`config.mk`:
```
export PLATFORM = sky130hd
export DESIGN_NAME = adcids_regs
export DESIGN_NICKNAME = d
export VERILOG_FILES = /design/src/hdl/adcids_pkg.sv /design/src/hdl/adcids_regs.sv
export SDC_FILE = /design/constraint.sdc
export NUM_CORES = 1
export LEC_CHECK = 0
export BUFFER_PORTS_ARGS = -buffer_cell sky130_fd_sc_hd__buf_2
export CORE_MARGIN = 3
export CORE_UTILIZATION = 45
export CTS_BUF_LIST = sky130_fd_sc_hd__clkbuf_4
export CTS_CLUSTER_SIZE = 14
export DETAILED_ROUTE_END_ITERATION = 8
export GPL_ROUTABILITY_DRIVEN = 0
export PLACE_DENSITY = 0.85
export SYNTH_ARGS = -nofsm -noshare
export SYNTH_HDL_FRONTEND = slang
export SYNTH_SLANG_ARGS = --single-unit
```
`constraint.sdc`:
```
create_clock -name ref_clk_i -period 2.8 [get_ports ref_clk_i]
set_input_delay 0.28 -clock ref_clk_i [delete_from_list [all_inputs] [get_ports ref_clk_i]]
set_output_delay 0.28 -clock ref_clk_i [all_outputs]
set_load 0.1 [all_outputs]
```
`src/hdl/adcids_pkg.sv`:
```
// adcids_pkg: constants and types of the identity and status register pair
package adcids_pkg;

  // ***********************************************************************
  // register map
  // ***********************************************************************
  localparam int ADDR_W = 6;
  localparam int DATA_W = 16;
  localparam int NUM_CH = 8;
  localparam logic [ADDR_W-1:0] IDENT_ADDR = 6'h00;
  localparam logic [ADDR_W-1:0] STATUS_ADDR = 6'h01;
  localparam logic [DATA_W-1:0] UNMAPPED_DATA = 16'h0000;

  // ***********************************************************************
  // identity fields
  // ***********************************************************************
  localparam int IDENT_TOP_LSB = 12;
  localparam int IDENT_CNT_LSB = 8;
  localparam int IDENT_REV_LSB = 0;
  localparam logic [3:0] CHANNEL_QUANTITY = 4'h8;
  // arbitrary values: identity nibble and revision byte
  localparam logic [3:0] IDENT_TOP_DEF = 4'h5;
  localparam logic [7:0] IDENT_REV_DEF = 8'hA5;

  // ***********************************************************************
  // status fields and reset values
  // ***********************************************************************
  localparam int ST_LOCK_BIT = 15;
  localparam int ST_RESYNC_BIT = 14;
  localparam int ST_REGMAP_BIT = 13;
  localparam int ST_CRCERR_BIT = 12;
  localparam int ST_CRCTYPE_BIT = 11;
  localparam int ST_RESET_BIT = 10;
  localparam int ST_WSIZE_LSB = 8;
  localparam logic [DATA_W-1:0] STATUS_RESET = 16'h0500;
  localparam logic [1:0] WSIZE_16 = 2'h0;
  localparam logic [1:0] WSIZE_24 = 2'h1;
  localparam logic [1:0] WSIZE_32_ZERO = 2'h2;
  localparam logic [1:0] WSIZE_32_SIGN = 2'h3;
  localparam logic CRC_CCITT = 1'b0;
  localparam logic CRC_ANSI = 1'b1;

  // status word, msb first, laid out as it reads
  typedef struct packed {
    logic lock;
    logic conversion_resync_flag;
    logic regmap_crc_changed;
    logic rx_crc_error;
    logic crc_type;
    logic reset_seen;
    logic [1:0] word_size_select;
    logic [NUM_CH-1:0] new_sample_flag;
  } adcids_status_s;

  // event inputs from the converter and the serial interface
  typedef struct packed {
    logic resync;
    logic regmap_crc_change;
    logic rx_crc_error;
    logic reset_flag_clear;
    logic [NUM_CH-1:0] conv_done;
    logic [NUM_CH-1:0] shifted_out;
  } adcids_event_s;

endpackage : adcids_pkg

```
`src/hdl/adcids_regs.sv`:
```
// adcids_regs: read-only identity and status registers with flag upkeep
//
// Behaviour
// RULE1 - identity register at address 00h is read-only; writes ignored.
// RULE2 - identity low byte is a revision value; host must not rely on it.
// RULE3 - status register at address 01h is read-only and resets to 0500h.
// RULE4 - status bit 15 shows interface lock; unlocked after reset.
// RULE5 - status bit 14 sets on every conversion resync; zero otherwise. Here it stays set until the next status read.
// RULE6 - status bit 13 sets when the register-map checksum changes.
// RULE7 - status bit 12 sets once an input checksum error is seen.
// RULE8 - status bit 11 shows checksum type: 0 CCITT default, 1 ANSI.
// RULE9 - status bit 10 reads 1 after reset and 0 once cleared.
// RULE10 - status bits 9:8 show word size; 24 bits after reset.
// RULE11 - status bits 7:0 show per-channel new data; zero after reset.
// RULE12 - host clears the reset flag by writing 0 to the mode reset bit.
// RULE13 - channel new-data flag clears when shifted out, sets on next result.
`timescale 1ns/1ps
module adcids_regs
  import adcids_pkg::*;
#(
  parameter logic [3:0] IDENT_TOP = IDENT_TOP_DEF,
  parameter logic [7:0] IDENT_REV = IDENT_REV_DEF
) (
  input wire logic ref_clk_i,
  input wire logic rst_n_i,
  input wire logic rd_en_i,
  input wire logic wr_en_i,
  input wire logic [ADDR_W-1:0] addr_i,
  input wire logic [DATA_W-1:0] wdata_i,
  input wire logic lock_i,
  input wire logic crc_type_i,
  input wire logic [1:0] word_size_select_i,
  input wire adcids_event_s event_i,
  output logic [DATA_W-1:0] rdata_o,
  output logic rd_valid_o,
  output adcids_status_s status_o
);

  // ***********************************************************************
  // status state
  // ***********************************************************************
  adcids_status_s status_q;
  adcids_status_s status_d;
  logic status_read;
  logic [DATA_W-1:0] ident_word;

  assign status_read = rd_en_i && (addr_i == STATUS_ADDR);
  assign ident_word = {IDENT_TOP, CHANNEL_QUANTITY, IDENT_REV}; // [RULE2]

  // sticky flags clear on a status read; a same-cycle event wins the clear
  always_comb begin
    status_d = status_q;
    status_d.lock = lock_i; // [RULE4]
    status_d.crc_type = crc_type_i; // [RULE8]
    status_d.word_size_select = word_size_select_i; // [RULE10]
    status_d.conversion_resync_flag = event_i.resync ||
      (status_q.conversion_resync_flag && !status_read); // [RULE5]
    status_d.regmap_crc_changed = event_i.regmap_crc_change ||
      (status_q.regmap_crc_changed && !status_read); // [RULE6]
    status_d.rx_crc_error = event_i.rx_crc_error ||
      (status_q.rx_crc_error && !status_read); // [RULE7]
    status_d.reset_seen = status_q.reset_seen &&
      !event_i.reset_flag_clear; // [RULE9] [RULE12]
  end

  // ***********************************************************************
  // per-channel new-data flags
  // ***********************************************************************
  logic [NUM_CH-1:0] new_flag_d;

  // a completing conversion beats the shift-out of the older result
  for (genvar ch = 0; ch < NUM_CH; ch++) begin : g_new_flag
    always_comb begin
      new_flag_d[ch] = event_i.conv_done[ch] ||
        (status_q.new_sample_flag[ch] && !event_i.shifted_out[ch]); // [RULE13]
    end
  end

  always_ff @(posedge ref_clk_i) begin
    if (!rst_n_i) begin
      status_q <= adcids_status_s'(STATUS_RESET); // [RULE3] [RULE11]
    end else begin
      status_q <= {status_d[DATA_W-1:NUM_CH], new_flag_d};
    end
  end

  // ***********************************************************************
  // read port
  // ***********************************************************************
  logic [DATA_W-1:0] rdata_q;
  logic [DATA_W-1:0] rdata_d;
  logic rd_valid_q;
  logic rd_valid_d;

  // writes are accepted and dropped: both words are read-only
  always_comb begin
    rd_valid_d = rd_en_i;
    rdata_d = rdata_q;
    if (rd_en_i) begin
      if (addr_i == IDENT_ADDR) begin
        rdata_d = ident_word; // [RULE1]
      end else if (addr_i == STATUS_ADDR) begin
        rdata_d = status_q; // [RULE3]
      end else begin
        rdata_d = UNMAPPED_DATA;
      end
    end
  end

  always_ff @(posedge ref_clk_i) begin
    if (!rst_n_i) begin
      rdata_q <= UNMAPPED_DATA;
      rd_valid_q <= 1'b0;
    end else begin
      rdata_q <= rdata_d;
      rd_valid_q <= rd_valid_d;
    end
  end

  assign rdata_o = rdata_q;
  assign rd_valid_o = rd_valid_q;
  assign status_o = status_q;
endmodule : adcids_regs

```
==> metrics.csv, run 1 <==
stage,metric,value,unit
route,via_per_inst,4.91,
pwr,p_sw,0.330,mW
timing,setup_viol,0,
timing,hold_violations,0,
critical_path,r2r_start,status_o[5]$_SDFF_PN0_,
layout,mostFrequentLayoutCells,"65 x buf_2, 33 x dfxtp_1, 15 x nor2b_1",
pwr,power_frac_comb,21.9,%
floorplan,pin_count,83,
yosys,synth_top_family_by_area,simple AND/OR/NAND/NOR gates,
route,drc,0,
yosys,synth-xor-area-share,0,%
outcome,status,"finished, final reports clean",
yosys,netlist_instances,131,
yosys,syn-cell-area,1250,um2
clock_network,cts_made_buffers,5,
hold_path,hold_depth,2,
floorplan,row_count,18,
yosys,synthSimpleGateAreaFrac,25.3,%
pwr,switching_share,34.1,%
critical_path,startpoint_type,register,
layout,drive_gt1_share,39.5,%
timing,relSlewSlack,55.0,%
timing,fin_tns_setup,0,ns
yosys,synth_top_area_share,52.6,%
hold_path,min-delay-start,word_size_select_i[0],
yosys,yosysTopAreaCell,dfxtp_1,
layout,multi_input_area,504,um2
pwr,internal_power,0.638,mW
pwr,power.ir.vdd_worst,0.397,mV
floorplan,die_x,58.8,um
timing,finalMaxSlewViolations,0,
pwr,p_seq_share,51.2,%
yosys,ys_seq_area_share,52.6,%
critical_path,critPathTopFamily,buffers and inverters,
floorplan,coreArea,2570,um2
clock_network,ctsRootBufferMaster,clkbuf_4,
yosys,synthAdderAreaFrac,0,%
critical_path,critPathSlowestCell,buf_2,
flow_run,cap_violations,0,
layout,area_growth,26.7,%
route,totalWireLength,2780,um
pwr,pwr-share-clk,26.8,%
yosys,synth_compound_area_share,14.9,%
yosys,yosys_warnings,0,
clock_network,cts.sinks,33,
timing,post-route-period-util,50.5,%
clock_network,h-tree-depth,2,
layout,final_common_cell,buf_2,
timing,fmax,708,MHz
floorplan,dieArea,3460,um2
grt,grt_max_degree,45,
critical_path,critPathCaptureType,output port,
layout,nets,239,
critical_path,worstSetupPathType,register to output port,
grt,antenna_found_initial,0,
layout,nFillCells,233,
clock_network,cts_hold_buf,0,
critical_path,critPathArrivalTime,1.13,ns
clock_network,cts_tree,built,
timing,worst_pin_slew,0.673,ns
clock_network,post_cts_buffers,0,
critical_path,crit_fanout,3,
route,dr.pass1.iters,4,
critical_path,required,2.52,ns
route,vias,1080,
yosys,synth-async-reset-ratio,0,%
placed_design,dp_hpwl,2050,um
floorplan,initial_utilization,48.9,%
timing,rsz0062_at_grt,false,
timing,skew,0.00834,ns
clock_network,clk_latency,0.33,ns
yosys,synthDistinctLibCells,17,
route,drtIter0Drc,42,
yosys,ys.flop_type,dfxtp_1,
hold_path,hold-path-endpoint,status_o[8]$_SDFF_PN1_,
hold_path,hp-class,input pin to register,
route,wire_per_inst,12.6,um
grt,grt_pass1_wl,4600,um
critical_path,regToRegEndpoint,rdata_o[5]$_SDFFE_PN0P_,
yosys,synth_nets,181,
layout,seqCellArea,661,um2
critical_path,cp_cell_sequence,buf_2,
yosys,synth_area_leaders,"dfxtp_1 53%, nor2b_1 7.5%, a32oi_1 4.9%",
critical_path,cp.buffers_inverters,1,
yosys,avgSynthCellArea,9.58,um2
clock_network,clk_pin_slew,0.10,ns
critical_path,reg2reg_depth,3,
critical_path,timing.reg2reg.setup_slack,1.94,ns
pwr,p_leak,0.754,nW
grt,grt_remaining_overflow,0,
grt,track_usage,17.5,%
clock_network,clock_path_buffers,2,
critical_path,cp_slowest_stage_delay,0.44,ns
placed_design,portBuffers,65,
placed_design,dpl.cell_count,212,
timing,period_minus_slack,1.41,ns
floorplan,die_h,58.8,um
route,antenna_left,0,
layout,diodes,0,
layout,final_cells,220,
grt,grt_pass1_vias,1061,
yosys,synth-seq-cells,33,
pwr,p_per_area,609,nW/um2
clock_network,cts_resized,0,
yosys,synth_mux_area_share,0,%
yosys,synth_edf_count,0,
## through the flow
stage / worst slack, ns / hold slack (ns) / utilization [%] / cell area (um2) / total power, mW
after floorplan: 1.38 / 0.380 / - / 1250 / 0.682
after global placement: 1.35 / 0.434 / 59.8 / 1540 / 0.716
after detailed placement: 1.31 / 0.444 / 59.8 / 1540 / 0.721
after CTS: 1.37 / 0.108 / 61.9 / 1590 / 0.980
after global routing: 1.32 / 0.112 / 61.9 / 1590 / 1.02
final: 1.39 / 0.121 / 61.9 / 1590 / 0.969
## area by class of cell
| class | count | share of cell area (%) |
|---|---|---|
| flip-flops and latches | 33 | 41.5 |
| clock buffers | 6 | 2.83 |
| repair buffers | 65 | 20.5 |
| well taps | 30 | 2.36 |
| clock inverters | 2 | 0.629 |
| multi-input cells | 82 | 31.7 |
| inverters | 2 | 0.472 |
## cells by family (layout without fill, tap and decap cells)
| kind of cell | count (synthesis) | count (layout) |
|---|---|---|
| buffers and inverters | 16 | 75 |
| AOI/OAI and AO/OA | 28 | 28 |
| and+or+nand+nor | 54 | 54 |
| DFF | 33 | 33 |
## Yosys cell counts (2+ instances only)
cell type / count
and2_1: 4
clkbuf_1: 6
nor2b_1: 15
a32oi_1: 7
nand2b_1: 8
o21a_1: 8
nand2_1: 14
nand3_1: 9
dfxtp_1: 33
buf_4: 8
o21ai_1: 12
inv_1: 2
## how the worst max path moves through the flow
stage | from | end | slack, ns | depth (start not counted)
after global routing | status_o[1]$_SDFF_PN0_ | status_o[1] | 1.32 | 1
after CTS | status_o[1]$_SDFF_PN0_ | status_o[1] | 1.37 | 1
after detailed placement | addr_i[1] | status_o[13]$_SDFF_PN0_ | 1.31 | 4
final | status_o[1]$_SDFF_PN0_ | status_o[1] | 1.39 | 1
after floorplan | status_o[12]$_SDFF_PN0_ | rdata_o[12]$_SDFFE_PN0P_ | 1.38 | 3
after global placement | addr_i[1] | status_o[14]$_SDFF_PN0_ | 1.35 | 4
## per-layer routing
| metal | vias up | part of all wire (%) | track usage (%) | wire length, um |
|---|---|---|---|---|
| met5 | - | 0 | 0 | 0 |
| met4 | 0 | 0.25 | 5.83 | 7 |
| met3 | 2 | 13 | 8.99 | 349 |
| met2 | 54 | 46 | 29.0 | 1280 |
| met1 | 476 | 41 | 19.3 | 1140 |
| li1 | 548 | - | - | - |
## power groups by stage
stage	sequential [mW]	combinational [mW]	clock, mW
CTS	0.497	0.214	0.270
finish	0.496	0.212	0.260
detailed placement	0.507	0.214	0
global placement	0.506	0.210	0
floorplan	0.577	0.106	0
global route	0.499	0.224	0.295
## sequential cells by signal (all words and copies together) (netlist names)
name,flops
status_o,16
rdata_o,16
rd_valid_o,1
Note: power is estimated with default switching activity, not from simulation.
==> run 2: changes to the inputs <==
--- a/config.mk
+++ b/config.mk
@@ -7,12 +7,12 @@
 export LEC_CHECK = 0
 export BUFFER_PORTS_ARGS = -buffer_cell sky130_fd_sc_hd__buf_2
 export CORE_MARGIN = 3
-export CORE_UTILIZATION = 45
+export CORE_UTILIZATION = 43
 export CTS_BUF_LIST = sky130_fd_sc_hd__clkbuf_4
 export CTS_CLUSTER_SIZE = 14
 export DETAILED_ROUTE_END_ITERATION = 8
 export GPL_ROUTABILITY_DRIVEN = 0
-export PLACE_DENSITY = 0.85
+export PLACE_DENSITY = 0.82
 export SYNTH_ARGS = -nofsm -noshare
 export SYNTH_HDL_FRONTEND = slang
 export SYNTH_SLANG_ARGS = --single-unit
==> constraint.sdc (replaced) <==
create_clock -name ref_clk_i -period 1.4 [get_ports ref_clk_i]
set_input_delay 0.14 -clock ref_clk_i [delete_from_list [all_inputs] [get_ports ref_clk_i]]
set_output_delay 0.14 -clock ref_clk_i [all_outputs]
set_load 0.1 [all_outputs]
==> run 2 against run 1 <==
Register-to-register slack worse by 1.4 ns. Worst setup slack worse by 1.3 ns. Largest cell class unchanged. Utilization up 2.8 points. Hold slack worse by 0.10 ns. Clock power up 90%. Sequential power up 100%.
==> metrics.csv, run 2 (synthesis results as in run 1) <==
stage,metric,value,unit
grt,grt_remaining_overflow,0,
route,drtIter0Drc,32,
clock_network,clk_latency,0.33,ns
pwr,p_leak,0.796,nW
layout,mostFrequentLayoutCells,"65 x buf_2, 31 x dfxtp_1, 15 x nor2b_1",
placed_design,dp_hpwl,2060,um
critical_path,critPathLaunch,status_o[6]$_SDFF_PN0_,
timing,skew,0.00817,ns
timing,worst_pin_slew,0.642,ns
pwr,power_frac_comb,23.2,%
floorplan,dieArea,3600,um2
timing,post-route-period-util,90.7,%
critical_path,cp_cell_sequence,buf_2,
pwr,power.ir.vdd_worst,0.927,mV
pwr,internal_power,1.29,mW
critical_path,required,1.26,ns
route,vias,1148,
placed_design,dpl.cell_count,214,
timing,finalMaxSlewViolations,0,
critical_path,critPathArrivalTime,1.13,ns
pwr,p_per_area,1150,nW/um2
clock_network,cts_tree,built,
grt,track_usage,17.7,%
clock_network,h-tree-depth,2,
timing,rsz0062_at_grt,false,
layout,nets,250,
critical_path,critPathTopFamily,buffers and inverters,
floorplan,die_h,60.0,um
timing,fin_tns_setup,0,ns
layout,final_cells,230,
floorplan,coreArea,2610,um2
floorplan,pin_count,83,
layout,diodes,0,
clock_network,cts.sinks,33,
route,dr.pass1.iters,4,
critical_path,cp.buffers_inverters,1,
route,drc,0,
grt,antenna_found_initial,0,
outcome,status,"finished, final reports clean",
floorplan,row_count,18,
timing,relSlewSlack,57.2,%
timing,setup_viol,0,
clock_network,cts_made_buffers,5,
timing,hold_violations,0,
layout,final_common_cell,buf_2,
pwr,p_sw,0.651,mW
clock_network,post_cts_buffers,0,
route,antenna_left,0,
clock_network,clk_pin_slew,0.09,ns
grt,grt_pass1_wl,4690,um
flow_run,cap_violations,0,
timing,period_minus_slack,1.27,ns
critical_path,worstSetupPathType,register to output port,
clock_network,ctsRootBufferMaster,clkbuf_4,
floorplan,die_x,60.0,um
critical_path,critPathSlowestCell,buf_2,
clock_network,clock_path_buffers,2,
route,via_per_inst,4.99,
critical_path,critPathCaptureType,output port,
critical_path,crit_fanout,3,
pwr,pwr-share-clk,25.5,%
layout,drive_gt1_share,38.5,%
critical_path,startpoint_type,register,
route,wire_per_inst,13.1,um
placed_design,portBuffers,65,
pwr,switching_share,33.6,%
layout,area_growth,34.8,%
layout,nFillCells,245,
layout,multi_input_area,504,um2
pwr,p_seq_share,51.3,%
layout,seqCellArea,663,um2
hold_path,min-delay-start,event_i[9],
grt,grt_pass1_vias,1085,
route,totalWireLength,3010,um
critical_path,r2r_start,status_o[5]$_SDFF_PN0_,
timing,fmax,788,MHz
critical_path,cp_slowest_stage_delay,0.44,ns
grt,grt_max_degree,45,
hold_path,hp-class,input pin to register,
floorplan,initial_utilization,48.0,%
==> run 2: cell count changes in the layout (fill, tap and decap cells not counted) <==
cell           delta
dlygate4sd3_1     +9
clkinv_2          -2
buf_4             +2
dfxtp_1           -2
dfxtp_2           +2
clkinv_1          +1
==> run 2: power groups by stage <==
stage,combinational [mW],sequential [mW],clock (mW)
after floorplan,0.212,1.15,0
after global placement,0.425,1.01,0
after detailed placement,0.431,1.02,0
after CTS,0.448,0.994,0.520
after global routing,0.472,1.00,0.555
final,0.450,0.994,0.495
==> run 2: through the flow <==
stage	setup WS [ns]	utilization, %	total power, mW	hold WS, ns	area (um2)
after floorplan	0.000117	-	1.37	0.240	1260
after global placement	0.261	59.4	1.44	0.320	1550
after detailed placement	0.203	59.4	1.45	0.335	1550
after CTS	0.112	64.4	1.96	0.000640	1680
after global routing	0.0722	64.8	2.03	0.00362	1690
final	0.130	64.8	1.94	0.0157	1690
==> run 2: cell type report <==
cell class | instances | area share [%]
Tap cell | 30 | 2.22
Inverter | 2 | 0.444
Timing Repair Buffer | 76 | 25.4
Multi-Input combinational cell | 82 | 29.8
Clock buffer | 6 | 2.66
Clock inverter | 1 | 0.222
Sequential cell | 33 | 39.2
==> run 2: final timing paths <==
check | to | cells past startpoint | slack (ns)
worst max-delay path | status_o[6] | 1 | 0.13
worst min-delay path | status_o[1]$_SDFF_PN0_ | 2 | 0.02
worst max register to register | rdata_o[5]$_SDFFE_PN0P_ | 3 | 0.55
worst min register to register | rdata_o[8]$_SDFFE_PN0P_ | 2 | 0.45
==> run 2: timing repair <==
item	CTS	global route
resized for setup	0	0
hold buffers	8	1
hold endpoints to repair	8	1
==> run 2: layer usage <==
metal / vias up / track usage (%) / routed length [um] / share of wire, %
li1: 574 / - / - / -
met1: 512 / 19.3 / 1220 / 41
met2: 56 / 30.4 / 1440 / 48
met3: 6 / 7.13 / 312 / 10
met4: 0 / 6.65 / 38 / 1.3
met5: - / 0 / 0 / 0
==> run 2: worst reg2reg max path: cells and delay by family, from the launching register on <==
kind	cells	cell delay (ns)
AO/OA/AOI/OAI	1	0.20
flip-flops	1	0.33
AND/OR/NAND/NOR	2	0.22
